## config.mk

```make
export PLATFORM = sky130hd
export DESIGN_NAME = power_state_i2c_slave
export DESIGN_NICKNAME = d
export VERILOG_FILES = /design/src/power_state_pkg.sv /design/src/power_state_i2c_slave.sv
export SDC_FILE = /design/constraint.sdc
export NUM_CORES = 1
export LEC_CHECK = 0
export ABC_AREA = 1
export BUFFER_PORTS_ARGS = -buffer_cell sky130_fd_sc_hd__buf_2
export CAP_MARGIN = 25
export CORE_ASPECT_RATIO = 1.5
export CORE_MARGIN = 1.5
export CORE_UTILIZATION = 44
export CTS_CLUSTER_DIAMETER = 80
export DETAILED_ROUTE_END_ITERATION = 7
export GPL_TIMING_DRIVEN = 0
export PLACE_DENSITY = 0.71
export SLEW_MARGIN = 5
export SYNTH_ARGS = -nofsm -noshare
export SYNTH_HDL_FRONTEND = slang
export SYNTH_SLANG_ARGS = --single-unit
```

## constraint.sdc

```tcl
create_clock -name CLK_SYS -period 4.45 [get_ports CLK_SYS]
set_input_delay 0.445 -clock CLK_SYS [delete_from_list [all_inputs] [get_ports CLK_SYS]]
set_output_delay 0.445 -clock CLK_SYS [all_outputs]
set_load 0.02 [all_outputs]
```

## src/power_state_pkg.sv

```systemverilog
// Constants, types and register map of the power-state controller with I2C slave
// How it works
// (RULE_01) Device answers as I2C slave at seven-bit address 0x5A.
// (RULE_02) Eighth address bit picks direction: 0 write (0xB4), 1 read (0xB5).
// (RULE_03) No timeout; every start condition restarts packet processing.
// (RULE_04) I2C engine held in reset outside the active state.
// (RULE_05) SCL and SDA glitches up to 50 ns are filtered out.
// (RULE_06) SDA only pulled low or released, open-drain.
// (RULE_07) Volatile read-write registers reset to fixed constant defaults.
// (RULE_08) Factory-configurable registers reset to factory-programmed defaults.
// (RULE_09) Host changes partial fields by read-modify-write.
// (RULE_10) Power controller has exactly five states.
// (RULE_11) Reset state: regulators off, three reset outputs low, wait input window.
// (RULE_12) Reset state restores volatile and factory defaults.
// (RULE_13) Reset goes to active once input voltage is valid.
// (RULE_14) Undervoltage lockout returns any other state to reset.
// (RULE_15) Active from reset is sequenced; active from sleep is not.
// (RULE_16) Sleep outputs follow own sleep enable, unsequenced, with soft-start.
// (RULE_17) In sleep bucks use primary, alternate or off; linears primary or off.
// (RULE_18) Sleep entered from sleep control pin or an I2C register command.
// (RULE_19) Host sets source select and sleep permission before I2C sleep.
// (RULE_20) Writing 1 to sleep request bit enters sleep when I2C sleep enabled.
// (RULE_21) I2C disabled in sleep; only a sleep pin toggle exits sleep. The code also leaves sleep on thermal shutdown and on undervoltage lockout.
// (RULE_22) Output fault: all off, resets low, retry active after 100 ms.
// (RULE_23) Thermal shutdown: enter thermal state, all off, resets low.
// (RULE_24) Write: index then data; read via repeated start from indexed register.
// (RULE_25) Acknowledge own address and each received byte; release SDA otherwise.
`default_nettype none
package power_state_pkg;

	// ----------------------------------------------------------------
	// Bus and timing
	// ----------------------------------------------------------------
	localparam logic [6:0]  DEV_ADDR      = 7'h5a;
	localparam int          CLK_PERIOD_NS = 20;
	localparam int          GLITCH_NS     = 50;
	localparam int          FILT_CYC      = (GLITCH_NS + CLK_PERIOD_NS - 1) / CLK_PERIOD_NS + 1;
	localparam int          RETRY_MS      = 100;
	localparam int          RETRY_CYC     = RETRY_MS * 1000000 / CLK_PERIOD_NS;
	localparam int          NUM_OUT       = 7;
	localparam int          NUM_BUCK      = 4;

	// ----------------------------------------------------------------
	// Register map
	// ----------------------------------------------------------------
	localparam logic [7:0]  OFS_POWER_MODE_CONTROL = 8'h00;
	localparam logic [7:0]  OFS_SLEEP_COMMAND      = 8'h01;
	localparam logic [7:0]  OFS_SLEEP_OUT_ENABLE   = 8'h02;
	localparam logic [7:0]  OFS_SLEEP_ALT_SELECT   = 8'h03;
	localparam logic [7:0]  OFS_POWER_STATUS       = 8'h04;
	localparam logic [7:0]  OFS_POWER_DOWN_CONFIG  = 8'h08;
	localparam int          BIT_SLEEP_PERMISSION   = 0;
	localparam int          BIT_SLEEP_REQUEST      = 1;
	localparam int          BIT_SOURCE_SELECT      = 1;
	localparam logic [7:0]  RST_POWER_MODE_CONTROL = 8'h00;
	localparam logic [7:0]  RST_SLEEP_COMMAND      = 8'h00;
	localparam logic [7:0]  RST_FACTORY_BYTE       = 8'h00;

	// ----------------------------------------------------------------
	// Types
	// ----------------------------------------------------------------
	typedef enum logic [2:0] {
		P_RESET   = 3'b000,
		P_ACTIVE  = 3'b001,
		P_SLEEP   = 3'b010,
		P_FAULT   = 3'b011,
		P_THERMAL = 3'b100
	} pwr_state_e;

	typedef enum logic [3:0] {
		S_IDLE  = 4'b0000,
		S_ADDR  = 4'b0001,
		S_AACK  = 4'b0010,
		S_INDEX = 4'b0011,
		S_IACK  = 4'b0100,
		S_WRITE = 4'b0101,
		S_WACK  = 4'b0110,
		S_READ  = 4'b0111,
		S_RACK  = 4'b1000
	} i2c_state_e;

	typedef struct packed {
		logic [7:0]          power_down_config;
		logic [NUM_OUT-1:0]  sleep_out_enable;
		logic [NUM_BUCK-1:0] sleep_alt_select;
	} factory_cfg_s;

	typedef struct packed {
		logic [NUM_OUT-1:0]  reg_enable;
		logic [NUM_BUCK-1:0] alt_voltage;
		logic                seq_start;
	} pwr_out_s;

endpackage

`default_nettype wire

```

## src/power_state_i2c_slave.sv

```systemverilog
// Power-state controller with glitch filters and I2C register slave
`timescale 1ns/100ps
`default_nettype none

// --------------------------------------------------------------------
// Glitch filter: output follows input only after it is stable
// --------------------------------------------------------------------
module glitch_filter #(
	parameter int CYC = 4
) (
	input  wire logic clk,
	input  wire logic rst,
	input  wire logic din,
	output var  logic dout
);
	logic [7:0] cnt_q;
	logic [7:0] cnt_d;
	logic       out_q;
	logic       out_d;

	assign dout = out_q;

	always_comb begin
		cnt_d = 8'h00;
		out_d = out_q;
		if (din != out_q) begin
			cnt_d = cnt_q + 8'h01;
			if (cnt_d >= 8'(CYC)) begin
				out_d = din;
				cnt_d = 8'h00;
			end
		end
	end

	always_ff @(posedge clk or posedge rst) begin
		if (rst) begin
			cnt_q <= 8'h00;
			out_q <= 1'b1;
		end else begin
			cnt_q <= cnt_d;
			out_q <= out_d;
		end
	end
endmodule

// --------------------------------------------------------------------
// Top
// --------------------------------------------------------------------
module power_state_i2c_slave
	import power_state_pkg::*;
#(
	parameter int RETRY_CYCLES = power_state_pkg::RETRY_CYC
) (
	// Clock and reset
	input  wire logic                         CLK_SYS,
	input  wire logic                         RST,
	// I2C pins
	input  wire logic                         SCL_I,
	input  wire logic                         SDA_I,
	output var  logic                         SDA_O,
	output var  logic                         SDA_OE,
	// Monitors and control pin
	input  wire logic                         VIN_VALID,
	input  wire logic                         VIN_UVLO,
	input  wire logic                         OUTPUT_FAULT,
	input  wire logic                         THERMAL_SHUTDOWN,
	input  wire logic                         SLEEP_CONTROL_PIN,
	input  wire power_state_pkg::factory_cfg_s FACTORY_CFG,
	// Power outputs
	output var  power_state_pkg::pwr_out_s     PWR_OUT,
	output var  logic                         MAIN_RESET_OUT_N,
	output var  logic                         AUX_RESET_ONE_OUT_N,
	output var  logic                         AUX_RESET_TWO_OUT_N,
	output var  logic [2:0]                   POWER_STATE
);
	import power_state_pkg::*;

	// ----------------------------------------------------------------
	// Input filters
	// ----------------------------------------------------------------
	logic scl_f;
	logic sda_f;

	glitch_filter #(.CYC(FILT_CYC)) u_scl_filt ( // RULE_05
		.clk  (CLK_SYS),
		.rst  (RST),
		.din  (SCL_I),
		.dout (scl_f)
	);
	glitch_filter #(.CYC(FILT_CYC)) u_sda_filt ( // RULE_05
		.clk  (CLK_SYS),
		.rst  (RST),
		.din  (SDA_I),
		.dout (sda_f)
	);

	logic scl_q;
	logic sda_q;
	logic pin_q;
	logic scl_rise;
	logic scl_fall;
	logic i2c_start;
	logic i2c_stop;

	always_ff @(posedge CLK_SYS or posedge RST) begin
		if (RST) begin
			scl_q <= 1'b1;
			sda_q <= 1'b1;
			pin_q <= 1'b1;
		end else begin
			scl_q <= scl_f;
			sda_q <= sda_f;
			pin_q <= SLEEP_CONTROL_PIN;
		end
	end

	assign scl_rise  = scl_f & ~scl_q;
	assign scl_fall  = ~scl_f & scl_q;
	assign i2c_start = scl_f & scl_q & sda_q & ~sda_f;
	assign i2c_stop  = scl_f & scl_q & ~sda_q & sda_f;

	// ----------------------------------------------------------------
	// I2C engine
	// ----------------------------------------------------------------
	pwr_state_e state_q;
	i2c_state_e ist_q;
	i2c_state_e ist_d;
	logic [3:0] cnt_q;
	logic [3:0] cnt_d;
	logic [7:0] sh_q;
	logic [7:0] sh_d;
	logic [7:0] idx_q;
	logic [7:0] idx_d;
	logic [7:0] tx_q;
	logic [7:0] tx_d;
	logic       rw_q;
	logic       rw_d;
	logic       nack_q;
	logic       nack_d;
	logic       oe_q;
	logic       oe_d;
	logic       wr_en;
	logic [7:0] rd_data;

	always_comb begin
		ist_d  = ist_q;
		cnt_d  = cnt_q;
		sh_d   = sh_q;
		idx_d  = idx_q;
		tx_d   = tx_q;
		rw_d   = rw_q;
		nack_d = nack_q;
		oe_d   = oe_q;
		wr_en  = 1'b0;
		if (state_q != P_ACTIVE) begin // RULE_04 RULE_21
			ist_d = S_IDLE;
			oe_d  = 1'b0;
			cnt_d = 4'h0;
		end else if (i2c_start) begin // RULE_03
			ist_d = S_ADDR;
			cnt_d = 4'h0;
			oe_d  = 1'b0;
		end else if (i2c_stop) begin
			ist_d = S_IDLE;
			oe_d  = 1'b0;
		end else begin
			if (scl_rise && ist_q inside {S_ADDR, S_INDEX, S_WRITE}) begin
				sh_d  = {sh_q[6:0], sda_f};
				cnt_d = cnt_q + 4'h1;
			end
			case (ist_q)
				S_IDLE: begin
					oe_d = 1'b0;
				end
				S_ADDR: begin
					if (scl_fall && cnt_q == 4'h8) begin
						if (sh_q[7:1] == DEV_ADDR) begin // RULE_01 RULE_25
							rw_d  = sh_q[0]; // RULE_02
							oe_d  = 1'b1;
							ist_d = S_AACK;
						end else begin
							ist_d = S_IDLE;
						end
					end
				end
				S_AACK: begin
					if (scl_fall) begin
						cnt_d = 4'h0;
						if (rw_q) begin // RULE_24
							tx_d  = rd_data;
							oe_d  = ~rd_data[7];
							idx_d = idx_q + 8'h01;
							ist_d = S_READ;
						end else begin
							oe_d  = 1'b0;
							ist_d = S_INDEX;
						end
					end
				end
				S_INDEX: begin
					if (scl_fall && cnt_q == 4'h8) begin
						idx_d = sh_q; // RULE_24
						oe_d  = 1'b1; // RULE_25
						ist_d = S_IACK;
					end
				end
				S_IACK, S_WACK: begin
					if (scl_fall) begin
						oe_d  = 1'b0;
						cnt_d = 4'h0;
						ist_d = S_WRITE;
					end
				end
				S_WRITE: begin
					if (scl_fall && cnt_q == 4'h8) begin
						wr_en = 1'b1;
						oe_d  = 1'b1; // RULE_25
						ist_d = S_WACK;
					end
				end
				S_READ: begin
					if (scl_rise) begin
						cnt_d = cnt_q + 4'h1;
					end
					if (scl_fall) begin
						if (cnt_q == 4'h8) begin
							oe_d  = 1'b0;
							ist_d = S_RACK;
						end else begin
							tx_d = {tx_q[6:0], 1'b0};
							oe_d = ~tx_q[6]; // RULE_06
						end
					end
				end
				S_RACK: begin
					if (scl_rise) begin
						nack_d = sda_f;
					end
					if (scl_fall) begin
						cnt_d = 4'h0;
						if (nack_q) begin
							ist_d = S_IDLE;
						end else begin
							tx_d  = rd_data;
							oe_d  = ~rd_data[7];
							idx_d = idx_q + 8'h01;
							ist_d = S_READ;
						end
					end
				end
				default: begin
					ist_d = S_IDLE;
					oe_d  = 1'b0;
				end
			endcase
		end
	end

	always_ff @(posedge CLK_SYS or posedge RST) begin
		if (RST) begin
			ist_q  <= S_IDLE;
			cnt_q  <= 4'h0;
			sh_q   <= 8'h00;
			idx_q  <= 8'h00;
			tx_q   <= 8'h00;
			rw_q   <= 1'b0;
			nack_q <= 1'b0;
			oe_q   <= 1'b0;
		end else begin
			ist_q  <= ist_d;
			cnt_q  <= cnt_d;
			sh_q   <= sh_d;
			idx_q  <= idx_d;
			tx_q   <= tx_d;
			rw_q   <= rw_d;
			nack_q <= nack_d;
			oe_q   <= oe_d;
		end
	end

	// Open drain: the data value is always low, only the enable moves
	assign SDA_OE = oe_q; // RULE_06
	assign SDA_O  = 1'b0;

	// ----------------------------------------------------------------
	// Register file
	// ----------------------------------------------------------------
	logic [7:0]          pmc_q;
	logic [7:0]          pmc_d;
	logic [7:0]          scmd_q;
	logic [7:0]          scmd_d;
	logic [7:0]          pdc_q;
	logic [7:0]          pdc_d;
	logic [NUM_OUT-1:0]  slp_en_q;
	logic [NUM_OUT-1:0]  slp_en_d;
	logic [NUM_BUCK-1:0] slp_alt_q;
	logic [NUM_BUCK-1:0] slp_alt_d;
	logic                enter_sleep;

	always_comb begin
		case (idx_q)
			OFS_POWER_MODE_CONTROL: rd_data = pmc_q;
			OFS_SLEEP_COMMAND:      rd_data = scmd_q;
			OFS_SLEEP_OUT_ENABLE:   rd_data = {1'b0, slp_en_q};
			OFS_SLEEP_ALT_SELECT:   rd_data = {4'h0, slp_alt_q};
			OFS_POWER_STATUS:       rd_data = {5'h00, state_q};
			OFS_POWER_DOWN_CONFIG:  rd_data = pdc_q;
			default:                rd_data = 8'h00;
		endcase
	end

	always_comb begin
		pmc_d     = pmc_q;
		scmd_d    = scmd_q;
		pdc_d     = pdc_q;
		slp_en_d  = slp_en_q;
		slp_alt_d = slp_alt_q;
		if (state_q == P_RESET) begin // RULE_12
			pmc_d     = RST_POWER_MODE_CONTROL; // RULE_07
			scmd_d    = RST_SLEEP_COMMAND; // RULE_07
			pdc_d     = FACTORY_CFG.power_down_config; // RULE_08
			slp_en_d  = FACTORY_CFG.sleep_out_enable; // RULE_08
			slp_alt_d = FACTORY_CFG.sleep_alt_select; // RULE_08
		end else begin
			if (enter_sleep) begin
				scmd_d[BIT_SLEEP_REQUEST] = 1'b0;
			end
			if (wr_en) begin
				case (idx_q)
					OFS_POWER_MODE_CONTROL: pmc_d     = sh_q;
					OFS_SLEEP_COMMAND:      scmd_d    = sh_q;
					OFS_SLEEP_OUT_ENABLE:   slp_en_d  = sh_q[NUM_OUT-1:0];
					OFS_SLEEP_ALT_SELECT:   slp_alt_d = sh_q[NUM_BUCK-1:0];
					OFS_POWER_DOWN_CONFIG:  pdc_d     = sh_q;
					default:                pmc_d     = pmc_q;
				endcase
			end
		end
	end

	always_ff @(posedge CLK_SYS or posedge RST) begin
		if (RST) begin
			pmc_q     <= RST_POWER_MODE_CONTROL;
			scmd_q    <= RST_SLEEP_COMMAND;
			pdc_q     <= RST_FACTORY_BYTE;
			slp_en_q  <= RST_FACTORY_BYTE[NUM_OUT-1:0];
			slp_alt_q <= RST_FACTORY_BYTE[NUM_BUCK-1:0];
		end else begin
			pmc_q     <= pmc_d;
			scmd_q    <= scmd_d;
			pdc_q     <= pdc_d;
			slp_en_q  <= slp_en_d;
			slp_alt_q <= slp_alt_d;
		end
	end

	// ----------------------------------------------------------------
	// Power state machine
	// ----------------------------------------------------------------
	pwr_state_e state_d;
	logic [31:0] tmr_q;
	logic [31:0] tmr_d;
	pwr_out_s    out_q;
	pwr_out_s    out_d;
	logic        rst_n_q;
	logic        rst_n_d;
	logic        pin_fall;
	logic        pin_toggle;
	logic        i2c_sleep_req;

	assign pin_fall      = pin_q & ~SLEEP_CONTROL_PIN;
	assign pin_toggle    = pin_q ^ SLEEP_CONTROL_PIN;
	assign i2c_sleep_req = pdc_q[BIT_SOURCE_SELECT] & pmc_q[BIT_SLEEP_PERMISSION]
	                     & scmd_q[BIT_SLEEP_REQUEST]; // RULE_20
	assign enter_sleep   = (state_q == P_ACTIVE) && (state_d == P_SLEEP);

	always_comb begin
		state_d = state_q;
		tmr_d   = 32'h0;
		case (state_q) // RULE_10
			P_RESET: begin
				if (VIN_VALID && !VIN_UVLO) begin // RULE_11 RULE_13
					state_d = P_ACTIVE;
				end
			end
			P_ACTIVE: begin
				if (THERMAL_SHUTDOWN) begin // RULE_23
					state_d = P_THERMAL;
				end else if (OUTPUT_FAULT) begin // RULE_22
					state_d = P_FAULT;
				end else if (pdc_q[BIT_SOURCE_SELECT] ? i2c_sleep_req : pin_fall) begin // RULE_18
					state_d = P_SLEEP;
				end
			end
			P_SLEEP: begin
				if (THERMAL_SHUTDOWN) begin
					state_d = P_THERMAL;
				end else if (pin_toggle) begin // RULE_21
					state_d = P_ACTIVE;
				end
			end
			P_FAULT: begin
				tmr_d = tmr_q + 32'h1;
				if (THERMAL_SHUTDOWN) begin
					state_d = P_THERMAL;
				end else if (tmr_q >= 32'(RETRY_CYCLES - 1)) begin // RULE_22
					state_d = P_ACTIVE;
				end
			end
			P_THERMAL: begin
				if (!THERMAL_SHUTDOWN) begin
					state_d = P_RESET;
				end
			end
			default: begin
				state_d = P_RESET;
			end
		endcase
		if (state_q != P_RESET && VIN_UVLO) begin // RULE_14
			state_d = P_RESET;
			tmr_d   = 32'h0;
		end
	end

	// Outputs follow the next state so they line up with the state register
	always_comb begin
		out_d.reg_enable  = '0;
		out_d.alt_voltage = '0;
		out_d.seq_start   = 1'b0;
		rst_n_d           = 1'b0; // RULE_11 RULE_22 RULE_23
		case (state_d)
			P_ACTIVE: begin
				out_d.reg_enable = '1;
				out_d.seq_start  = (state_q != P_ACTIVE) && (state_q != P_SLEEP); // RULE_15
				rst_n_d          = 1'b1;
			end
			P_SLEEP: begin
				out_d.reg_enable  = slp_en_q; // RULE_16
				out_d.alt_voltage = slp_alt_q & slp_en_q[NUM_BUCK-1:0]; // RULE_17
				rst_n_d           = 1'b1;
			end
			default: begin
				out_d.reg_enable = '0;
			end
		endcase
	end

	always_ff @(posedge CLK_SYS or posedge RST) begin
		if (RST) begin
			state_q <= P_RESET;
			tmr_q   <= 32'h0;
			out_q   <= '0;
			rst_n_q <= 1'b0;
		end else begin
			state_q <= state_d;
			tmr_q   <= tmr_d;
			out_q   <= out_d;
			rst_n_q <= rst_n_d;
		end
	end

	assign PWR_OUT             = out_q;
	assign MAIN_RESET_OUT_N    = rst_n_q;
	assign AUX_RESET_ONE_OUT_N = rst_n_q;
	assign AUX_RESET_TWO_OUT_N = rst_n_q;
	assign POWER_STATE         = state_q;

endmodule

`default_nettype wire

```

==> summary.txt <==
Floorplan
  – Die Height: roughly 160 um
  – Standard-cell rows: 58
  – Initial core utilization: 0.450
  – I/O pin count: 48
  – Die width: between 100 and 150 um
  – Full die area: roughly 18000 sq um
  – Core area: roughly 17000 sq um

Power and ir drop
  – Seq pwr share: 0.429
  – Clk pwr share: 0.389
  – Switching Share: 0.324
  – Net Sw Power: 1100 uW
  – Maximum VDD drop: 0.000286 V
  – Cell Pwr Density: 393 nW/um^2
  – Power, Total: 3410 uW
  – Combinational share of power: 0.182
  – Leakage: between 0.004 and 0.005 uW
  – Internal power: between 2000 and 2500 uW

Outcome
  – Status: complete, no violations

Detailed routing
  – Via Count: slightly below 7000
  – Drt drc: 0
  – Initial drt markers: roughly 320
  – Detail Route Antenna Nets: 0
  – Average wire per standard cell: roughly 15 um
  – Vias per std cell: between 5 and 6
  – First-pass DRT Iterations: 5
  – Post-Route WL: roughly 19 mm

Finish
  – Fin util: 0.517
  – Most common cell after layout, fill and taps aside: nand2_1
  – Most frequent cells in the layout: 277 x nand2_1, 133 x dfrtp_1, 111 x nor2_1
  – Layout cell share with drive strength beyond 1: 0.139
  – Nets: between 1000 and 1500
  – Antenna cells: 0
  – Reg with most FFs: tmr_q
  – Area Growth Syn to Fin: 14.9%
  – Max FFs per register: 32

Critical path
  – Crit path launch type: flop
  – Crit path kind: reg2reg
  – Worst-path fanout max: 10
  – Setup crit end kind: flop
  – WP data required: roughly 4.8 ns
  – Crit path DAT: 2.44 ns

GRT
  – Vias in the first global route: between 6000 and 7000
  – Largest net degree at the start of global routing: 82
  – Antenna violations before repair: 0
  – First-pass GRT wire length: approximately 32 mm
  – Overall routing resource usage: 0.235
  – GR Overflow Total: 0

Clocking
  – CTS root buf: clkbuf_16
  – Clock sinks: about 140
  – Post-CTS sizing: 0
  – H-Tree Depth: 4
  – Clk Latency, worst-skew pair: 0.43 ns
  – Total setup buffers inserted after CTS: 0
  – Post-CTS Hold Buffers: 0
  – CTS Buf Count: 17
  – Clk buf depth: 2
  – CTS clock-pin slew for the worst setup and hold paths: around 0.060 ns
  – CTS tree: done

Placement
  – Detailed Place HPWL: 14.5 mm
  – Placer congestion estimate: 0.946
  – IO Port Bufs: 46

STA
  – Final period utilization: 0.480
  – Final setup fails: 0
  – Minimum clock period: ~2.1 ns
  – Fin Hold WS: 0.0796 ns
  – Tightest Pin Transition: roughly 0.65 ns
  – Slew Viols, Final: 0
  – Max Clk Rate: 468 MHz
  – Clk_skew: around 0.015 ns
  – Max-Slew Margin vs Limit: 0.562
  – Final Hold Viols: 0
  – Unrepaired setup endpoints after global routing: no

Job
  – Max Cap Violations: 0

Synth
  – Synth warn: 0
  – Post-synth EDFFs: 0
  – Syn Std Cell Area: between 7000 and 8000 sq um
  – Syn_area_per_cell: 7.54 sq um
  – Register bit total from synthesis: around 140
  – Top post-synthesis cells by area: dfrtp_1 44%, nand2_1 14%, nor2_1 5.5%, inv_1 5.4%, nand3_1 4.8%
  – Cells after Synth: 1000
  – Register area share after synthesis: 0.459
  – Cell variety after synth: between 40 and 50
  – Post-synth ARST share: 1.00
  – Synth Flop Type: dfrtp_1
  – Yosys top cell area share: 0.441
  – Biggest area consumer among synthesized cells: dfrtp_1

Hold path
  – Min-delay worst type: in2async
-- worst max-delay path: stages (launching register included) --
cell	delay, ns
dfrtp_1	0.43
inv_2	0.12
nand2_1	0.08
nor2_1	0.21
nand2_1	0.10
nor2_2	0.21
nand3_4	0.22
inv_4	0.13
nand2_2	0.11
buf_4	0.22
nand3_1	0.08
o21ai_1	0.08
-- power groups by stage --
stage               Combinational (uW)  Clock, uW  Sequential [uW]
floorplan                          392          0             1500
global route                       694       1400             1470
global placement                   613          0             1480
detailed placement                 622          0             1480
CTS                                624       1350             1460
finish                             621       1330             1460
-- metrics by stage --
| step | cells | area [sq um] | worst slack (ns) | TNS, ns |
|---|---|---|---|---|
| floorplan | 1012 | 7580 | 0.317 | 0 |
| global placement | 1268 | 8080 | -1.31 | -172.55 |
| detailed placement | 1269 | 8110 | 2.35 | 0 |
| CTS | 1301 | 8660 | 2.31 | 0 |
| global route | 1301 | 8660 | 2.14 | 0 |
| finish | 1301 | 8660 | 2.31 | 0 |
-- routing by layer --
| metal | vias to the layer above | global-route usage | routed length (um) |
|---|---|---|---|
| li1 | 3378 | - | - |
| met1 | 3150 | 0.253 | 7390 |
| met2 | 158 | 0.423 | 10200 |
| met3 | 52 | 0.0371 | 566 |
| met4 | 0 | 0.135 | 918 |
| met5 | - | 0 | 0 |
-- Yosys cell counts, types with 6 or more instances --
cell type	count
nor4_1	6
nand2_2	7
inv_2	9
nand3_1	73
nand2_1	277
inv_1	109
xor2_1	11
buf_2	10
dfrtp_1	133
nand4_1	19
nor2_1	111
a21oi_1	33
nor2_4	6
ha_1	12
nor2_2	13
nor3_1	34
o21ai_0	58
o21ai_1	27
-- layout make-up --
| class | instances | area (sq um) |
|---|---|---|
| clock inverter | 13 | 109 |
| timing repair buffer | 47 | 258 |
| clock buffer | 19 | 443 |
| buffer | 21 | 130 |
| fill | 1597 | 8100 |
| sequential | 138 | 3460 |
| inverter | 120 | 458 |
| multi-input combinational | 733 | 3540 |
| tap | 210 | 263 |
-- final timing paths --
path / from / to / slack, ns / cells after the start
min in group CLK_SYS: SLEEP_CONTROL_PIN / pin_q / 0.13 / 1
setup reg to reg: POWER_STATE[2] / scmd_q[3] / 2.31 / 11
hold / removal: RST / u_scl_filt.cnt_q[4] / 0.08 / 2
hold reg to reg: u_sda_filt.dout / sda_q / 0.41 / 0
setup / recovery: POWER_STATE[2] / scmd_q[3] / 2.31 / 11
max in group asynchronous: RST / sda_q / 3.57 / 3
-- cells by family (layout without fill, tap and decap cells) --
family                   count (synthesis)  count (layout)  synth area share
XOR/XNOR                                15              15            0.0174
other                                    1              13          0.000497
flip-flops                             138             138             0.459
adder cells (fa/ha/maj)                 12              12            0.0199
AO/OA/AOI/OAI                          134             134            0.0958
buffers and inverters                  141             220            0.0773
AND/OR/NAND/NOR                        559             559             0.330
Note: power is estimated with default switching activity, not from simulation.
